===== src/include/srx_pkg.sv =====
// Constants, register map and state types of the system reset and exception controller.
// Assumes a single 25 MHz clock and a slower oscillator reference sampled as a pin.
package srx_pkg;
  // Clock rate of the controller logic.
  localparam int CLK_HZ = 25000000;
  // Width of the prescale counter and of the sequence counter.
  localparam int CNT_W = 13;
  // Register byte offsets on the bus.
  localparam logic [7:0] OFS_BREAK = 8'h00;
  localparam logic [7:0] OFS_CAUSE = 8'h04;
  // Break status field.
  localparam int BRK_EXIT_BIT = 1;
  // Reset cause fields.
  localparam int CS_POR      = 7;
  localparam int CS_PIN      = 6;
  localparam int CS_WDOG     = 5;
  localparam int CS_BADOP    = 4;
  localparam int CS_BADFETCH = 3;
  localparam int CS_BLANK    = 2;
  localparam int CS_LOWSUP   = 1;
  // Reset values.
  localparam logic [7:0] CAUSE_POR_ONLY = 8'h80;
  localparam logic [7:0] BREAK_RST      = 8'h00;
  // Sequence lengths in reference-clock cycles.
  localparam logic [CNT_W-1:0] LONG_DRIVE   = 13'h1000;
  localparam logic [CNT_W-1:0] SHORT_DRIVE  = 13'h0020;
  localparam logic [CNT_W-1:0] RELEASE_WAIT = 13'h0040;
  localparam logic [CNT_W-1:0] STOP_RECOVER = 13'h1000;
  // Low-supply filter length in CPU cycles.
  localparam logic [3:0] LOWSUP_CYC = 4'h9;
  // Reference cycles per CPU bus cycle.
  localparam int BUS_DIV_DEF = 4;
  // Content of an erased vector byte.
  localparam logic [7:0] BLANK_BYTE = 8'hff;
  // Reset and power sequencer states.
  typedef enum logic [2:0] {SEQ_RUN, SEQ_DRIVE, SEQ_HOLD, SEQ_PIN, SEQ_STOP, SEQ_RECOV} srx_seq_t;
endpackage : srx_pkg


===== src/include/srx_cnt_if.sv =====
// Link between the sequencer and the prescale counter.
// Assumes both ends run on the same clock.
`timescale 1ns/1ns
interface srx_cnt_if;
  logic       tick;
  logic       clr;
  logic [12:0] cnt;
  logic       ovf;
  modport ctl (output tick, output clr, input cnt, input ovf);
  modport pre (input tick, input clr, output cnt, output ovf);
endinterface : srx_cnt_if


===== src/rtl/srx_prescaler.sv =====
// Free-running 13-bit prescale counter with overflow pulse.
// Assumes tick is a one-cycle pulse marking a falling reference edge.
`timescale 1ns/1ns
module srx_prescaler
  import srx_pkg::*;
(
  input logic clk,
  input logic rstn,
  srx_cnt_if.pre cb
);
  logic [CNT_W-1:0] cnt_ff;
  logic             ovf_ff;
  wire              wrap = &cnt_ff;

  // Counts reference edges; only reset or an explicit clear stops it.
  always_ff @(posedge clk) begin
    if (!rstn || cb.clr) begin
      cnt_ff <= '0;
      ovf_ff <= 1'b0;
    end else begin
      ovf_ff <= cb.tick & wrap; // RL8
      if (cb.tick) begin
        cnt_ff <= cnt_ff + 13'h0001; // RL7
      end
    end
  end

  assign cb.cnt = cnt_ff;
  assign cb.ovf = ovf_ff;
endmodule : srx_prescaler


===== src/rtl/srx_lowsup_filter.sv =====
// Low-supply detector filter: output rises after a held low-supply level.
// Assumes lowSupRaw is an asynchronous pin, high while supply is at or below trip.
`timescale 1ns/1ns
module srx_lowsup_filter
  import srx_pkg::*;
(
  input  logic clk,
  input  logic rstn,
  input  logic cpuTick,
  input  logic lowSupRaw,
  output logic lowSupDet
);
  logic       s1_ff;
  logic       s2_ff;
  logic [3:0] run_ff;

  // Two-stage synchroniser, then a saturating run counter of CPU cycles.
  always_ff @(posedge clk) begin
    if (!rstn) begin
      s1_ff  <= 1'b0;
      s2_ff  <= 1'b0;
      run_ff <= 4'h0;
    end else begin
      s1_ff <= lowSupRaw;
      s2_ff <= s1_ff;
      if (!s2_ff) begin
        run_ff <= 4'h0;
      end else if (cpuTick && run_ff != LOWSUP_CYC) begin
        run_ff <= run_ff + 4'h1;
      end
    end
  end

  assign lowSupDet = (run_ff == LOWSUP_CYC); // RL4
endmodule : srx_lowsup_filter


===== src/rtl/srx_system_ctrl.sv =====
// Reset, prescaler, interrupt latch and low-power controller with Wishbone registers.
// Assumes a CPU core on the same clock and an external open-drain reset pin.
//
// Overview of operation
// RL1 - An opcode fetch outside flash or RAM raises reset and sets bad-fetch flag.
// RL2 - Data reads from unmapped addresses cause no reset and no flag change.
// RL3 - Erased reset vector bytes cause reset, then monitor mode after release.
// RL4 - Low-supply output rises after nine consecutive CPU cycles below trip.
// RL5 - Low-supply reset sets its flag, drives pin 4096 cycles, releases 64 later.
// RL6 - Every internal reset actively drives the external reset pin low.
// RL7 - Prescale counter is 13 bits and counts falling reference edges.
// RL8 - Prescaler overflow clocks the watchdog counter.
// RL9 - External pin reset leaves the prescaler untouched; it runs after resets.
// RL10 - Pending interrupts are latched and arbitrated into a vector constant.
// RL11 - A latched interrupt stays until serviced or the mask bit clears.
// RL12 - Interrupts are checked at instruction end, only if unmasked and enabled.
// RL13 - With several pending, the highest priority one is serviced first.
// RL14 - Interrupt pending at return-from-interrupt is taken before the next instruction.
// RL15 - Software trap interrupts regardless of the mask bit.
// RL16 - All resets share one top priority and are never arbitrated; pin reset is taken only in run or stop, and internal resets override it.
// RL17 - Wait clears the mask bit and stops CPU clocks, peripherals keep running.
// RL18 - Enabled interrupt wakes from wait; stacking starts one cycle later.
// RL19 - With watchdog disable bit zero, watchdog runs also in wait mode.
// RL20 - Stop resets prescaler, gates clock outputs, recovers after 4096 cycles.
// RL21 - Break-exit-wait flag sets on break leaving wait; cleared by zero or reset.
// RL22 - Reset cause register flags last reset, clears on read; power-up sets only its bit.
// RL23 - Cause register also flags bad opcode, bad fetch, blank vector and low supply.
//
// Local design decisions: the Wishbone register port and the register offsets.
`timescale 1ns/1ns
module srx_system_ctrl
  import srx_pkg::*;
#(
  parameter int IRQ_N   = 8,
  parameter int BUS_DIV = BUS_DIV_DEF
)(
  input  logic                       clk,
  input  logic                       rstn,
  input  logic                       wbCyc,
  input  logic                       wbStb,
  input  logic                       wbWe,
  input  logic [7:0]                 wbAdr,
  input  logic [31:0]                wbDatW,
  input  logic [3:0]                 wbSel,
  output logic [31:0]                wbDatR,
  output logic                       wbAck,
  input  logic                       refClk,
  input  logic                       lowSupplyRaw,
  input  logic                       rstPinIn,
  output logic                       rstPinOut,
  output logic                       rstPinOe,
  input  logic                       powerUpPulse,
  input  logic                       wdogTimeout,
  input  logic                       badOpcode,
  input  logic                       fetchValid,
  input  logic                       fetchOpcode,
  input  logic                       addrMapped,
  input  logic                       vectorFetch,
  input  logic [7:0]                 vectorData,
  input  logic                       instrDone,
  input  logic                       rtiDone,
  input  logic                       swiExec,
  input  logic                       waitExec,
  input  logic                       stopExec,
  input  logic                       breakIrq,
  input  logic                       iMask,
  input  logic                       intAck,
  input  logic [IRQ_N-1:0]           irqReq,
  input  logic [IRQ_N-1:0]           irqEn,
  input  logic                       wdogDisable,
  output logic                       cpuReset,
  output logic                       cpuClkEn,
  output logic                       periphClkEn,
  output logic                       clockgenEn,
  output logic                       wdogClk,
  output logic                       wdogRun,
  output logic                       clrIMask,
  output logic                       stackStart,
  output logic                       intReq,
  output logic [$clog2(IRQ_N+1)-1:0] intVector,
  output logic                       monitorMode
);
  localparam int VW = $clog2(IRQ_N + 1);
  localparam logic [VW-1:0] SWI_CODE = VW'(IRQ_N);

  // Refuses parameter values that the vector and divider widths cannot serve.
  if (IRQ_N < 1 || IRQ_N > 64 || BUS_DIV < 1 || BUS_DIV > 16) begin : g_bad_param
    $error("srx_system_ctrl: unsupported parameter value");
  end

  srx_cnt_if cb ();
  srx_prescaler u_pre (.clk(clk), .rstn(rstn), .cb(cb));

  // Reference clock and reset pin synchronisers.
  logic refS1_ff, refS2_ff, refS3_ff, pinS1_ff, pinS2_ff;
  always_ff @(posedge clk) begin
    if (!rstn) begin
      {refS1_ff, refS2_ff, refS3_ff} <= 3'h0;
      {pinS1_ff, pinS2_ff} <= 2'h3;
    end else begin
      refS1_ff <= refClk;
      refS2_ff <= refS1_ff;
      refS3_ff <= refS2_ff;
      pinS1_ff <= rstPinIn;
      pinS2_ff <= pinS1_ff;
    end
  end

  // Falling reference edge gives the count enable.
  wire refTick = refS3_ff & ~refS2_ff; // RL7

  // CPU cycle enable from the reference edges.
  logic [3:0] busDiv_ff;
  always_ff @(posedge clk) begin
    if (!rstn) begin
      busDiv_ff <= 4'h0;
    end else if (refTick) begin
      busDiv_ff <= (busDiv_ff == 4'(BUS_DIV - 1)) ? 4'h0 : busDiv_ff + 4'h1;
    end
  end
  wire cpuTick = refTick && busDiv_ff == 4'h0;

  logic lowSupDet;
  srx_lowsup_filter u_lvf (
    .clk      (clk),
    .rstn     (rstn),
    .cpuTick  (cpuTick),
    .lowSupRaw(lowSupplyRaw),
    .lowSupDet(lowSupDet)
  );

  // Internal reset sources; all share one request with no arbitration among them.
  srx_seq_t         seq_ff, nxt_seq;
  logic [CNT_W-1:0] seqCnt_ff, nxt_seqCnt;
  logic             longSeq_ff, nxt_longSeq;
  wire  badFetch = fetchValid & fetchOpcode & ~addrMapped; // RL1 RL2
  wire  blankVec = vectorFetch && vectorData == BLANK_BYTE; // RL3
  wire  longReq  = powerUpPulse | lowSupDet; // RL5
  wire  intRst   = longReq | badFetch | blankVec | badOpcode | wdogTimeout; // RL16
  wire  running  = seq_ff == SEQ_RUN;
  wire  pinLow   = running && !pinS2_ff;
  wire  [CNT_W-1:0] driveLim = longSeq_ff ? LONG_DRIVE : SHORT_DRIVE;
  logic waitMode_ff;
  wire  [IRQ_N-1:0] pend = irqReq & irqEn;
  wire  anyPend = |pend;
  wire  stopWake = anyPend | breakIrq;

  // Sequencer: reset drive, reset hold, pin reset, stop and stop recovery.
  always_comb begin
    nxt_seq     = seq_ff;
    nxt_seqCnt  = seqCnt_ff;
    nxt_longSeq = longSeq_ff;
    if (intRst) begin
      nxt_seq     = SEQ_DRIVE;
      nxt_seqCnt  = '0;
      nxt_longSeq = longReq;
    end else begin
      unique case (seq_ff)
        SEQ_RUN: begin
          if (pinLow) begin
            nxt_seq = SEQ_PIN;
          end else if (stopExec && !waitMode_ff) begin
            nxt_seq = SEQ_STOP;
          end
        end
        SEQ_DRIVE, SEQ_HOLD, SEQ_RECOV: begin
          if (refTick) begin
            nxt_seqCnt = seqCnt_ff + 13'h0001;
            if (seq_ff == SEQ_DRIVE && seqCnt_ff == driveLim - 13'h0001) begin
              nxt_seq    = SEQ_HOLD;
              nxt_seqCnt = '0;
            end else if (seq_ff == SEQ_HOLD && seqCnt_ff == RELEASE_WAIT - 13'h0001) begin
              nxt_seq = SEQ_RUN; // RL5
            end else if (seq_ff == SEQ_RECOV && seqCnt_ff == STOP_RECOVER - 13'h0001) begin
              nxt_seq = SEQ_RUN; // RL20
            end
          end
        end
        SEQ_PIN: begin
          if (pinS2_ff) begin
            nxt_seq    = SEQ_HOLD;
            nxt_seqCnt = '0;
          end
        end
        SEQ_STOP: begin
          if (!pinS2_ff) begin
            nxt_seq = SEQ_PIN;
          end else if (stopWake) begin
            nxt_seq    = SEQ_RECOV; // RL20
            nxt_seqCnt = '0;
          end
        end
      endcase
    end
  end

  always_ff @(posedge clk) begin
    if (!rstn) begin
      seq_ff     <= SEQ_DRIVE;
      seqCnt_ff  <= '0;
      longSeq_ff <= 1'b1;
    end else begin
      seq_ff     <= nxt_seq;
      seqCnt_ff  <= nxt_seqCnt;
      longSeq_ff <= nxt_longSeq;
    end
  end

  // Pin is open drain: only ever pulled low, during internal reset drive.
  assign rstPinOut = 1'b0;
  assign rstPinOe  = seq_ff == SEQ_DRIVE; // RL6
  assign cpuReset  = seq_ff == SEQ_DRIVE || seq_ff == SEQ_HOLD || seq_ff == SEQ_PIN;
  // Prescaler clears on internal reset and in stop, never on pin reset.
  assign cb.tick   = refTick;
  assign cb.clr    = seq_ff == SEQ_DRIVE || seq_ff == SEQ_STOP; // RL9 RL20
  assign wdogClk   = cb.ovf; // RL8
  assign wdogRun   = ~wdogDisable; // RL19
  assign clockgenEn  = seq_ff != SEQ_STOP; // RL20
  assign periphClkEn = running;
  assign cpuClkEn    = running && !waitMode_ff; // RL17

  // Wait mode entry and exit with the stacking strobe one cycle after wake.
  logic clrIMask_ff, stackStart_ff;
  wire  waitWake = waitMode_ff && (anyPend || breakIrq);
  wire  recovEnd = seq_ff == SEQ_RECOV && nxt_seq == SEQ_RUN;
  always_ff @(posedge clk) begin
    if (!rstn || !running) begin
      waitMode_ff   <= 1'b0;
      clrIMask_ff   <= 1'b0;
      stackStart_ff <= recovEnd && rstn;
    end else begin
      clrIMask_ff   <= waitExec; // RL17
      stackStart_ff <= waitWake; // RL18
      if (waitExec) begin
        waitMode_ff <= 1'b1;
      end else if (waitWake) begin
        waitMode_ff <= 1'b0;
      end
    end
  end
  assign clrIMask   = clrIMask_ff;
  assign stackStart = stackStart_ff;

  // Priority encoder: lowest index is the highest priority.
  logic [VW-1:0] winner;
  always_comb begin
    winner = '0;
    for (int i = IRQ_N - 1; i >= 0; i--) begin
      if (pend[i]) begin
        winner = VW'(i); // RL13
      end
    end
  end

  // Interrupt latch; an instruction end or interrupt return is a boundary.
  logic          latched_ff, iMaskPrev_ff;
  logic [VW-1:0] vec_ff;
  wire boundary = (instrDone | rtiDone) & running; // RL14
  wire hwTake   = (boundary & ~iMask | waitWake & ~breakIrq) & anyPend; // RL12
  wire iMaskFell = iMaskPrev_ff & ~iMask;
  always_ff @(posedge clk) begin
    if (!rstn || !running) begin
      latched_ff   <= 1'b0;
      vec_ff       <= '0;
      iMaskPrev_ff <= 1'b1;
    end else begin
      iMaskPrev_ff <= iMask;
      if (latched_ff) begin
        if (intAck || iMaskFell) begin
          latched_ff <= 1'b0; // RL11
        end
      end else if (swiExec) begin
        latched_ff <= 1'b1;
        vec_ff     <= SWI_CODE; // RL15
      end else if (hwTake) begin
        latched_ff <= 1'b1;
        vec_ff     <= winner; // RL10
      end
    end
  end
  assign intReq    = latched_ff;
  assign intVector = vec_ff;

  // Monitor mode follows a blank-vector reset until power-up.
  logic monitor_ff;
  always_ff @(posedge clk) begin
    if (!rstn || powerUpPulse) begin
      monitor_ff <= 1'b0;
    end else if (blankVec) begin
      monitor_ff <= 1'b1; // RL3
    end
  end
  assign monitorMode = monitor_ff;

  // Bus decode: one-wait-state ack, byte lane 0 carries the register.
  logic ack_ff;
  wire  acc     = wbCyc & wbStb & ~ack_ff;
  wire  selBrk  = wbAdr == OFS_BREAK;
  wire  selCse  = wbAdr == OFS_CAUSE;
  wire  brkWr   = acc & wbWe & wbSel[0] & selBrk;
  wire  cseRd   = acc & ~wbWe & selCse;
  wire  brkSet  = waitMode_ff & breakIrq & running;

  // Reset cause bits raised this cycle.
  logic [7:0] causeSet;
  assign causeSet[CS_POR]      = 1'b0;
  assign causeSet[CS_PIN]      = pinLow;
  assign causeSet[CS_WDOG]     = wdogTimeout;
  assign causeSet[CS_BADOP]    = badOpcode;
  assign causeSet[CS_BADFETCH] = badFetch; // RL23
  assign causeSet[CS_BLANK]    = blankVec;
  assign causeSet[CS_LOWSUP]   = lowSupDet; // RL5
  assign causeSet[0]           = 1'b0;

  logic [7:0] cause_ff, brk_ff;
  always_ff @(posedge clk) begin
    if (!rstn) begin
      ack_ff   <= 1'b0;
      wbDatR   <= '0;
      cause_ff <= CAUSE_POR_ONLY;
      brk_ff   <= BREAK_RST;
    end else begin
      ack_ff <= acc;
      wbDatR <= (acc & ~wbWe) ? {24'h0, selBrk ? brk_ff : selCse ? cause_ff : 8'h00} : 32'h0;
      if (powerUpPulse) begin
        cause_ff <= CAUSE_POR_ONLY; // RL22
      end else begin
        cause_ff <= (cseRd ? 8'h00 : cause_ff) | causeSet; // RL22
      end
      if (cpuReset) begin
        brk_ff <= BREAK_RST; // RL21
      end else if (brkSet) begin
        brk_ff[BRK_EXIT_BIT] <= 1'b1; // RL21
      end else if (brkWr && !wbDatW[BRK_EXIT_BIT]) begin
        brk_ff[BRK_EXIT_BIT] <= 1'b0;
      end
    end
  end
  assign wbAck = ack_ff;
endmodule : srx_system_ctrl


===== config.mk =====
export PLATFORM = sky130hd
export DESIGN_NAME = srx_system_ctrl
export DESIGN_NICKNAME = d
export VERILOG_FILES = /design/src/include/srx_pkg.sv /design/src/include/srx_cnt_if.sv /design/src/rtl/srx_prescaler.sv /design/src/rtl/srx_lowsup_filter.sv /design/src/rtl/srx_system_ctrl.sv
export SDC_FILE = /design/constraint.sdc
export NUM_CORES = 1
export LEC_CHECK = 0
export BUFFER_PORTS_ARGS = -buffer_cell sky130_fd_sc_hd__buf_2
export CORE_MARGIN = 3
export CORE_UTILIZATION = 50
export CTS_CLUSTER_DIAMETER = 150
export DETAILED_ROUTE_END_ITERATION = 10
export PLACE_DENSITY = 0.82
export REMOVE_ABC_BUFFERS = 1
export SKIP_CTS_REPAIR_TIMING = 1
export SKIP_LAST_GASP = 1
export SLEW_MARGIN = 20
export SYNTH_ARGS = -nofsm -noshare
export SYNTH_HDL_FRONTEND = slang
export SYNTH_SLANG_ARGS = --single-unit

===== constraint.sdc =====
create_clock -name clk -period 4.7 [get_ports clk]
set_input_delay 0.47 -clock clk [delete_from_list [all_inputs] [get_ports clk]]
set_output_delay 0.47 -clock clk [all_outputs]
set_load 0.02 [all_outputs]

## Word level (Yosys, flattened, before mapping)

Index checks and enable logic that the tools add are counted.

| operators by class | value |
|---|---|
| $add $sub $neg | 5 |
| multipliers | 0 |
| div/mod/pow operators | 0 |
| order comparisons | 0 |
| equality and inequality tests | 18 |
| shift operators | 0 |
| mux-type cells | 41 |
| bitwise operators | 37 |
| reduce and logical (&&, ||, !) cells | 44 |

Operators with widths:

| kind | count |
|---|---|
| 2-to-1 mux 13 bit | 6 |
| 2-to-1 mux 4 bit | 10 |
| case mux 13 bit (3 select lines) | 1 |
| 2-to-1 mux 3 bit | 11 |
| adder 13 x 1 -> 13 bit (second input constant) | 2 |
| 2-to-1 mux 8 bit | 3 |
| AND 1 bit | 18 |
| == test 13 x 12 -> 1 bit (second input constant) | 1 |
| == test 13 bit | 1 |
| == test 13 x 6 -> 1 bit (second input constant) | 1 |
| logical AND 1 bit | 13 |
| AND reduction 13 bit | 1 |
| subtractor 13 x 1 -> 13 bit (second input constant) | 1 |
| case mux 3 bit (4 select lines) | 1 |
| 2-to-1 mux 1 bit | 9 |
| inverter 1 bit | 9 |
| adder 4 x 1 -> 4 bit (second input constant) | 2 |
| AND 8 bit | 1 |
| == test 8 x 3 -> 1 bit (second input constant) | 1 |
| == test 8 bit (second input constant) | 1 |
| zero test 8 bit | 1 |
| logical OR 1 bit | 8 |
| != test 2 bit (second input constant) | 4 |
| bitwise OR 1 bit | 8 |
| other kinds (18) | 31 |

| word-level totals | value |
|---|---|
| register bits after elaboration | 98 |
| latch bits | 0 |
| memory bits (writable) | 0 |
| memory bits (read-only) | 0 |
| bits of input ports | 92 |
| memories kept | 0 |

## Logic depth before layout (Yosys ltp)

Gate-level depths: netlist of run 1.

| logic depth | value |
|---|---|
| depth in word-level cells | 12 |
| mapped depth | 8 |
| gate-level depth less buffers | 8 |

## Cells and area by module

From an unflattened synthesis of run 1, not the netlist that was laid out.

| second synthesis, totals | value |
|---|---|
| cell total of the unflattened synthesis | 405 |
| area total of the unflattened synthesis | 3470.8 sq um |

Modules (own cells, without submodules):

| module | times used | cells an instance | area an instance (sq um) | sequential area each (sq um) |
|---|---|---|---|---|
| srx_system_ctrl | 1 | 307 | 2580.0 | 1041.0 |
| srx_prescaler | 1 | 70 | 633.1 | 280.3 |
| srx_lowsup_filter | 1 | 28 | 257.7 | 120.1 |

## Least setup slack after synthesis of run 1

Ideal clock, no wire load.

| path | value |
|---|---|
| path type | input port to flip-flop |
| from | in irqReq[3] |
| to | reg seqCnt_ff[8] |
| arrival | 1.804 ns |
| required time | 4.578 ns |
| path slack | 2.774 ns |
| stages on the path | 7 |
| path through | a22o_1 a211o_1 o32ai_4 buf_6 nor3_1 xnor2_1 nor2_1 |

| between the ends | value |
|---|---|
| word-level cells in the longest chain between the ends | 5 |

Ends and longest elaborated chain:

| what | RTL line | text |
|---|---|---|
| from (decl) | srx_system_ctrl.sv:68 | `input logic [IRQ_N-1:0] irqReq,` |
| AND 8 bit | srx_system_ctrl.sv:144 | `wire [IRQ_N-1:0] pend = irqReq & irqEn;` |
| OR reduction 8 bit | srx_system_ctrl.sv:145 | `wire anyPend = \|pend;` |
| bitwise OR 1 bit | srx_system_ctrl.sv:146 | `wire stopWake = anyPend \| breakIrq;` |
| != test 2 bit (no source line) | n/a |  |
| AND reduction 5 bit (no source line) | n/a |  |
| to (signal assigned) | srx_system_ctrl.sv:204 | `seqCnt_ff <= nxt_seqCnt;` |
| to (decl) | srx_system_ctrl.sv:134 | `logic [CNT_W-1:0] seqCnt_ff, nxt_seqCnt;` |

Every way passes these cells.
A chain may end at the register's enable or synchronous reset.

## Worst setup path after layout of run 1

| path | value |
|---|---|
| from | reg seq_ff[2] |
| to | reg seqCnt_ff[7] |

| between the ends | value |
|---|---|
| word-level cells in the longest chain between the ends | 5 |

Ends and longest elaborated chain:

| what | RTL line | text |
|---|---|---|
| from (decl) | srx_system_ctrl.sv:133 | `srx_seq_t seq_ff, nxt_seq;` |
| from (signal assigned) | srx_system_ctrl.sv:203 | `seq_ff <= nxt_seq;` |
| == test 3 x 1 -> 1 bit | srx_system_ctrl.sv:158, srx_system_ctrl.sv:169 |  |
| logical AND 1 bit | srx_system_ctrl.sv:169 | `if (seq_ff == SEQ_DRIVE && seqCnt_ff == driveLim - 13'h0001) begin` |
| 2-to-1 mux 13 bit | srx_system_ctrl.sv:169 |  |
| 2-to-1 mux 13 bit | srx_system_ctrl.sv:167 | `if (refTick) begin` |
| case mux 13 bit (3 select lines) | srx_system_ctrl.sv:158 | `unique case (seq_ff)` |

Parallel ways exist; a longest one is shown, timed or not. The select of a mux whose other input is x is not followed.

==> flow_metrics.py, run 1 <==
metrics = {
    "sta": {
        "tightest_slew_ps": 839,
        "fin_crit_sh": 0.517,
        "fin_tns_setup_ps": 0,
        "worst_clock_skew_ps": 10.4,
        "setup_slack_ps": 2270,
        "timing_max_transition_violations_final": 0,
        "clock_period_minus_final_worst_setup_slack_ps": 2430,
        "unrepaired_setup_endpoints_after_global_routing": "no",
        "relSlewSlack": 0.440,
        "finalHoldViolations": 0,
        "max_freq_ghz": 0.412,
        "final-setup-viol-count": 0,
    },
    "logic_synthesis": {
        "synthesis.instances": 412,
        "synth_area_um2": 3460,
        "synth-seq-cells": 72,
        "seq_area_frac_synth": 0.416,
        "yosys_warnings": 0,
        "mean_area_per_synthesized_cell_um2": 8.41,
        "synth_ff_type": "sky130_fd_sc_hd__dfxtp_1",
        "synthArstFlopShare": 0,
        "synth.distinct_cells": 55,
        "synth_edf_count": 0,
    },
    "clock_tree": {
        "tritoncts_clock_tree": "yes",
        "ctsLongestPathBuffers": 2,
        "clock_latency_ps": 350,
        "cts-buffers-inserted": 9,
        "cts_sinks": 72,
        "cts-root-buf": "sky130_fd_sc_hd__clkbuf_8",
        "reg_clk_slew_reported_paths_ps": 80,
        "htree_num_levels": 3,
    },
    "critical_path": {
        "peak_per_stage_delay_on_the_critical_path_ps": 620,
        "worst_ep_arrival_time_ps": 2660,
        "setup.worst_path.start_class": "flop",
        "crit_path_top_delay_cell": "sky130_fd_sc_hd__o32ai_4",
        "crit_path_end_kind": "flop",
        "crit_required_ps": 4930,
        "timing.critical_path.cells": "or3b_4, or2_1, o32ai_4, nor4_1, xnor2_1, nor2_1",
        "critical_path_peak_fanout": 17,
        "setup.worst_path.class": "flop to flop",
    },
    "die": {
        "die-width_um": 89.2,
        "core-area_um2": 6530,
        "floorplan.initialDensity": 0.530,
        "floorplan.die_area_um2": 7960,
        "std_cell_rows": 29,
        "num_io_pins": 141,
        "die_height_um": 89.2,
    },
    "finish": {
        "utilization": 0.612,
        "layoutNonFillerInstCount": 574,
        "final_net_count": 590,
        "final_area_um2": 4000,
        "post_route_cells_drive_above_1_share": 0.209,
        "fillCellCount": 567,
        "syn_to_final_growth_pct": 15.5,
        "layout_common_cells": "sky130_fd_sc_hd__buf_2 (80), sky130_fd_sc_hd__dfxtp_1 (72), sky130_fd_sc_hd__nor2_1 (50), sky130_fd_sc_hd__nand2_1 (36), sky130_fd_sc_hd__a21oi_1 (29)",
        "diodes": 0,
        "layout.cells.most_common": "sky130_fd_sc_hd__buf_2",
    },
    "power": {
        "power.static_leakage_nw": 1.60,
        "power_switching_share": 0.261,
        "power-per-cell-area_nw_per_um2": 290,
        "internal_power_uw": 858,
        "power.share.clock": 0.399,
        "fraction_of_power_consumed_by_sequential_logic": 0.532,
        "worst_ir_drop_vdd_mv": 0.193,
        "power.share.combinational": 0.070,
        "switching_power_uw": 304,
    },
    "placed_design": {
        "place_area_um2": 3810,
        "post-dp-hpwl_mm": 5.48,
        "port_buffers": 80,
        "detailedPlace.worstSlack_ps": 2310,
        "dp_cells": 558,
        "place.gp.congestion": 0.833,
    },
    "drt": {
        "detail_route_antenna_nets": 0,
        "num_vias": 3072,
        "routed_wl_mm": 7.36,
        "routed_wire_length_per_instance_um": 12.8,
        "drt_first_pass_iters": 4,
        "drt-initial-drc-count": 160,
        "drcViolationCount": 0,
        "vias_per_cell": 5.35,
    },
    "grt": {
        "antenna_found_initial": 0,
        "maximum_number_of_pins_on_one_net_before_global_route_repair": 29,
        "grt_util_all_layers": 0.198,
        "globalRoute.totalOverflow": 0,
        "first_global_vias": 2942,
        "first_pass_grt_wire_length_mm": 12.5,
    },
    "run_status": {
        "outcome": "completed",
    },
    "min_path": {
        "hold_path.class": "primary input to flop",
    },
    "job": {
        "max_capacitance_violation_count": 0,
    },
}
-- layer usage --
layer | track usage | routed length [um] | up-vias
met5 | 0 | 0 | -
met1 | 0.228 | 3170 | 1430
met3 | 0.0396 | 349 | 11
met4 | 0.0893 | 112 | 0
li1 | - | - | 1537
met2 | 0.352 | 3730 | 94
-- cells in the mapped netlist (all sizes together) (3+ instances only) --
| master | number | area [um2] |
|---|---|---|
| dfxtp | 72 | 1440 |
| nor2 | 50 | 188 |
| nand2 | 36 | 135 |
| a21oi | 29 | 145 |
| buf | 29 | 216 |
| inv | 17 | 63.8 |
| xnor2 | 16 | 140 |
| nand3 | 15 | 75.1 |
| nor3 | 12 | 60.1 |
| and2 | 11 | 68.8 |
| and3 | 11 | 68.8 |
| nand4 | 10 | 62.6 |
| o21ai | 10 | 50.0 |
| nor4 | 9 | 56.3 |
| nand3b | 8 | 60.1 |
| clkbuf | 7 | 26.3 |
| nand2b | 7 | 43.8 |
| xor2 | 7 | 61.3 |
| ha | 6 | 75.1 |
| or3 | 5 | 36.3 |
| a22oi | 4 | 30.0 |
| nor2b | 4 | 25.0 |
| a211oi | 3 | 22.5 |
| a21boi | 3 | 22.5 |
| o32ai | 3 | 52.6 |
| or2 | 3 | 18.8 |
-- state kept, by name (all words and copies together) (netlist names), 3 cells and up --
| register | flops |
|---|---|
| cause_ff | 7 |
| seqCnt_ff | 13 |
| u_pre.cb.cnt | 13 |
| busDiv_ff | 4 |
| intVector | 4 |
| seq_ff | 3 |
| u_lvf.run_ff | 4 |
| wbDatR | 7 |
-- path summary, 6_finish.rpt --
check / start / end / slack [ps] / cells past startpoint
max: seq_ff[2] / seqCnt_ff[7] / 2270 / 6
max reg2reg: seq_ff[2] / seqCnt_ff[7] / 2270 / 6
min reg2reg: cause_ff[7] / cause_ff[7] / 450 / 1
min: rstPinIn / pinS1_ff / 300 / 2
-- cells by family (layout without fill, tap and decap cells) --
kind of cell               Yosys count  after routing  synth area share
buffers and inverters               53            113            0.0885
other                                1             26           0.00108
adders and majority gates            6              6            0.0217
muxes                                1              1           0.00325
AOI/OAI and AO/OA                   66             66             0.129
and+or+nand+nor                    190            190             0.282
DFF                                 72             72             0.416
xor gates and xnor gates            23             23            0.0581
-- worst max-delay path: cells and delay by family, from the launching register on --
family           cells  cell delay (ps)
AO/OA/AOI/OAI        1              620
XOR/XNOR             1              180
AND/OR/NAND/NOR      4              930
flip-flops           1              580
-- per-stage QoR --
stage          total power, mW  hold WS [ps]
6_report                  1.16           303
2_1_floorplan            0.676           386
5_1_grt                   1.20           300
4_1_cts                   1.17           289
3_3_place_gp             0.709           413
3_5_place_dp             0.712           426
-- final cells by class --
cell class | instances | area, um2 | share of cell area
multi-input cells | 312 | 1810 | 0.453
flip-flops and latches | 72 | 1440 | 0.360
repair buffers | 80 | 400 | 0.100
clock buffers | 10 | 138 | 0.0344
well taps | 77 | 96.3 | 0.0241
inverters | 17 | 63.8 | 0.0160
clock inverters | 6 | 50.0 | 0.0125
-- power groups by stage --
| stage | combinational, mW | sequential [mW] | clock [mW] |
|---|---|---|---|
| floorplan | 0.0452 | 0.631 | 0 |
| global placement | 0.0780 | 0.631 | 0 |
| detailed placement | 0.0803 | 0.632 | 0 |
| CTS | 0.0805 | 0.617 | 0.472 |
| global route | 0.0904 | 0.618 | 0.491 |
| finish | 0.0810 | 0.617 | 0.463 |
No activity file was read; power rests on OpenSTA's default activity.
==> inputs of run 2 (changes only) <==
- CORE_UTILIZATION: 50 -> 44
- PLACE_DENSITY: 0.82 -> 0.77
- clock period: 4.7 -> 2.2 ns (I/O delays scaled with it)
==> run 2 against run 1 <==
Compared with the run above: fmax increased by 19%; utilization decreased by 6.1 points; sequential share of layout area decreased by 0.93 points; flip-flop and latch count unchanged; combinational power increased by 120%; worst setup slack got worse by 2100 ps; die area increased by 13%; worst hold slack got worse by 250 ps; first-iteration DRC count decreased by 13%; clock skew decreased by 2.1 ps; non-clock buffer count increased by 8.
==> flow_metrics.py, run 2 (synthesized netlist as in run 1, its figures left out) <==
metrics = {
    "run_status": {
        "outcome": "completed",
    },
    "die": {
        "floorplan.die_area_um2": 8970,
        "core-area_um2": 7450,
        "die_height_um": 94.7,
        "std_cell_rows": 31,
        "floorplan.initialDensity": 0.465,
        "num_io_pins": 141,
        "die-width_um": 94.7,
    },
    "finish": {
        "diodes": 0,
        "fillCellCount": 653,
        "post_route_cells_drive_above_1_share": 0.227,
        "layout.cells.most_common": "sky130_fd_sc_hd__buf_2",
        "multiInputGateArea_um2": 1830,
        "layout_common_cells": "sky130_fd_sc_hd__buf_2 (80), sky130_fd_sc_hd__dfxtp_1 (71), sky130_fd_sc_hd__nor2_1 (50), sky130_fd_sc_hd__nand2_1 (36), sky130_fd_sc_hd__a21oi_1 (28)",
        "syn_to_final_growth_pct": 18.6,
        "regArea_um2": 1440,
        "final_net_count": 599,
        "final_area_um2": 4110,
    },
    "grt": {
        "antenna_found_initial": 0,
        "first_global_vias": 2775,
        "grt_most_used_layer": "met2",
        "grt_util_all_layers": 0.169,
        "maximum_number_of_pins_on_one_net_before_global_route_repair": 29,
        "met2_layer_usage_reported_by_global_route": 0.294,
        "globalRoute.totalOverflow": 0,
        "groute.layer.met1.usage": 0.198,
        "grtUsageMet3": 0.0574,
        "first_pass_grt_wire_length_mm": 12.1,
    },
    "drt": {
        "drt_first_pass_iters": 4,
        "drcViolationCount": 0,
        "detail_route_antenna_nets": 0,
        "routed_wl_mm": 7.12,
        "drt-initial-drc-count": 140,
        "routed_wire_length_per_instance_um": 11.8,
        "num_vias": 3006,
        "vias_per_cell": 4.97,
    },
    "clock_tree": {
        "cts-root-buf": "sky130_fd_sc_hd__clkbuf_8",
        "htree_num_levels": 3,
        "cts_sinks": 72,
        "tritoncts_clock_tree": "yes",
        "reg_clk_slew_reported_paths_ps": 70,
        "clock_latency_ps": 350,
        "ctsLongestPathBuffers": 2,
        "cts-buffers-inserted": 9,
    },
    "placed_design": {
        "detailedPlace.worstSlack_ps": 156,
        "post-dp-hpwl_mm": 5.45,
        "place.gp.congestion": 0.849,
        "place_area_um2": 3910,
        "port_buffers": 80,
    },
    "power": {
        "power-per-cell-area_nw_per_um2": 593,
        "switching_power_uw": 612,
        "fraction_of_power_consumed_by_sequential_logic": 0.541,
        "worst_ir_drop_vdd_mv": 0.365,
        "internal_power_mw": 1.83,
        "power_switching_share": 0.251,
        "power.static_leakage_nw": 1.65,
        "power.share.combinational": 0.073,
        "power.share.clock": 0.386,
    },
    "critical_path": {
        "critical_path_peak_fanout": 18,
        "crit_path_end_kind": "flop",
        "crit_required_ps": 2480,
        "worst_ep_arrival_time_ps": 2310,
        "setup.worst_path.start_class": "flop",
        "setup.worst_path.class": "flop to flop",
    },
    "sta": {
        "timing_max_transition_violations_final": 0,
        "tightest_slew_ps": 532,
        "unrepaired_setup_endpoints_after_global_routing": "no",
        "fin_tns_setup_ps": 0,
        "worst_clock_skew_ps": 8.29,
        "setup_slack_ps": 167,
        "final-setup-viol-count": 0,
        "max_freq_ghz": 0.492,
        "finalHoldViolations": 0,
        "clock_period_minus_final_worst_setup_slack_ps": 2030,
        "fin_crit_sh": 0.924,
        "relSlewSlack": 0.644,
    },
    "job": {
        "max_capacitance_violation_count": 0,
    },
    "min_path": {
        "hold_path.class": "primary input to flop",
    },
}
[run 2: layout make-up]
type                            count  area share
Multi-Input combinational cell    313       0.444
Inverter                           17      0.0155
Tap cell                           99      0.0301
Sequential cell                    72       0.351
Timing Repair Buffer               88       0.115
Clock buffer                       10      0.0335
Clock inverter                      6      0.0107
[run 2: worst max-delay path, cell delays in order (launching register included)]
cell and delay (ps):
sky130_fd_sc_hd__dfxtp_1 530, sky130_fd_sc_hd__nor2b_1 240, sky130_fd_sc_hd__a21boi_1 270, sky130_fd_sc_hd__o32ai_4 140, sky130_fd_sc_hd__buf_12 170, sky130_fd_sc_hd__or4_1 470
sky130_fd_sc_hd__a21oi_1 140
[run 2: through the flow]
stage	util	hold slack [ps]	std cells	power [mW]
floorplan	-	293	401	1.44
global placement	0.525	408	588	1.52
detailed placement	0.525	414	588	1.52
CTS	0.550	43.2	604	2.47
global route	0.552	45.7	605	2.55
finish	0.552	55.8	605	2.44
[run 2: final timing paths]
| check | end | start | cells after the start | slack (ps) |
|---|---|---|---|---|
| setup / recovery | seqCnt_ff[4] | seq_ff[1] | 6 | 170 |
| setup reg to reg | seqCnt_ff[4] | seq_ff[1] | 6 | 170 |
| hold / removal | pinS1_ff | rstPinIn | 2 | 60 |
| hold reg to reg | pinS2_ff | pinS1_ff | 1 | 420 |
[run 2: layer usage]
metal	routed length, um	up-vias
met5	0	-
met4	80	0
met3	381	7
met2	3500	86
met1	3150	1364
li1	-	1549
[run 2: power groups by stage]
stage                     clock, mW  combinational, mW  sequential (mW)
after floorplan                   0             0.0966             1.35
after global placement            0              0.172             1.35
after detailed placement          0              0.175             1.35
after CTS                     0.976              0.176             1.32
after global routing           1.03              0.198             1.32
final                         0.941              0.177             1.32
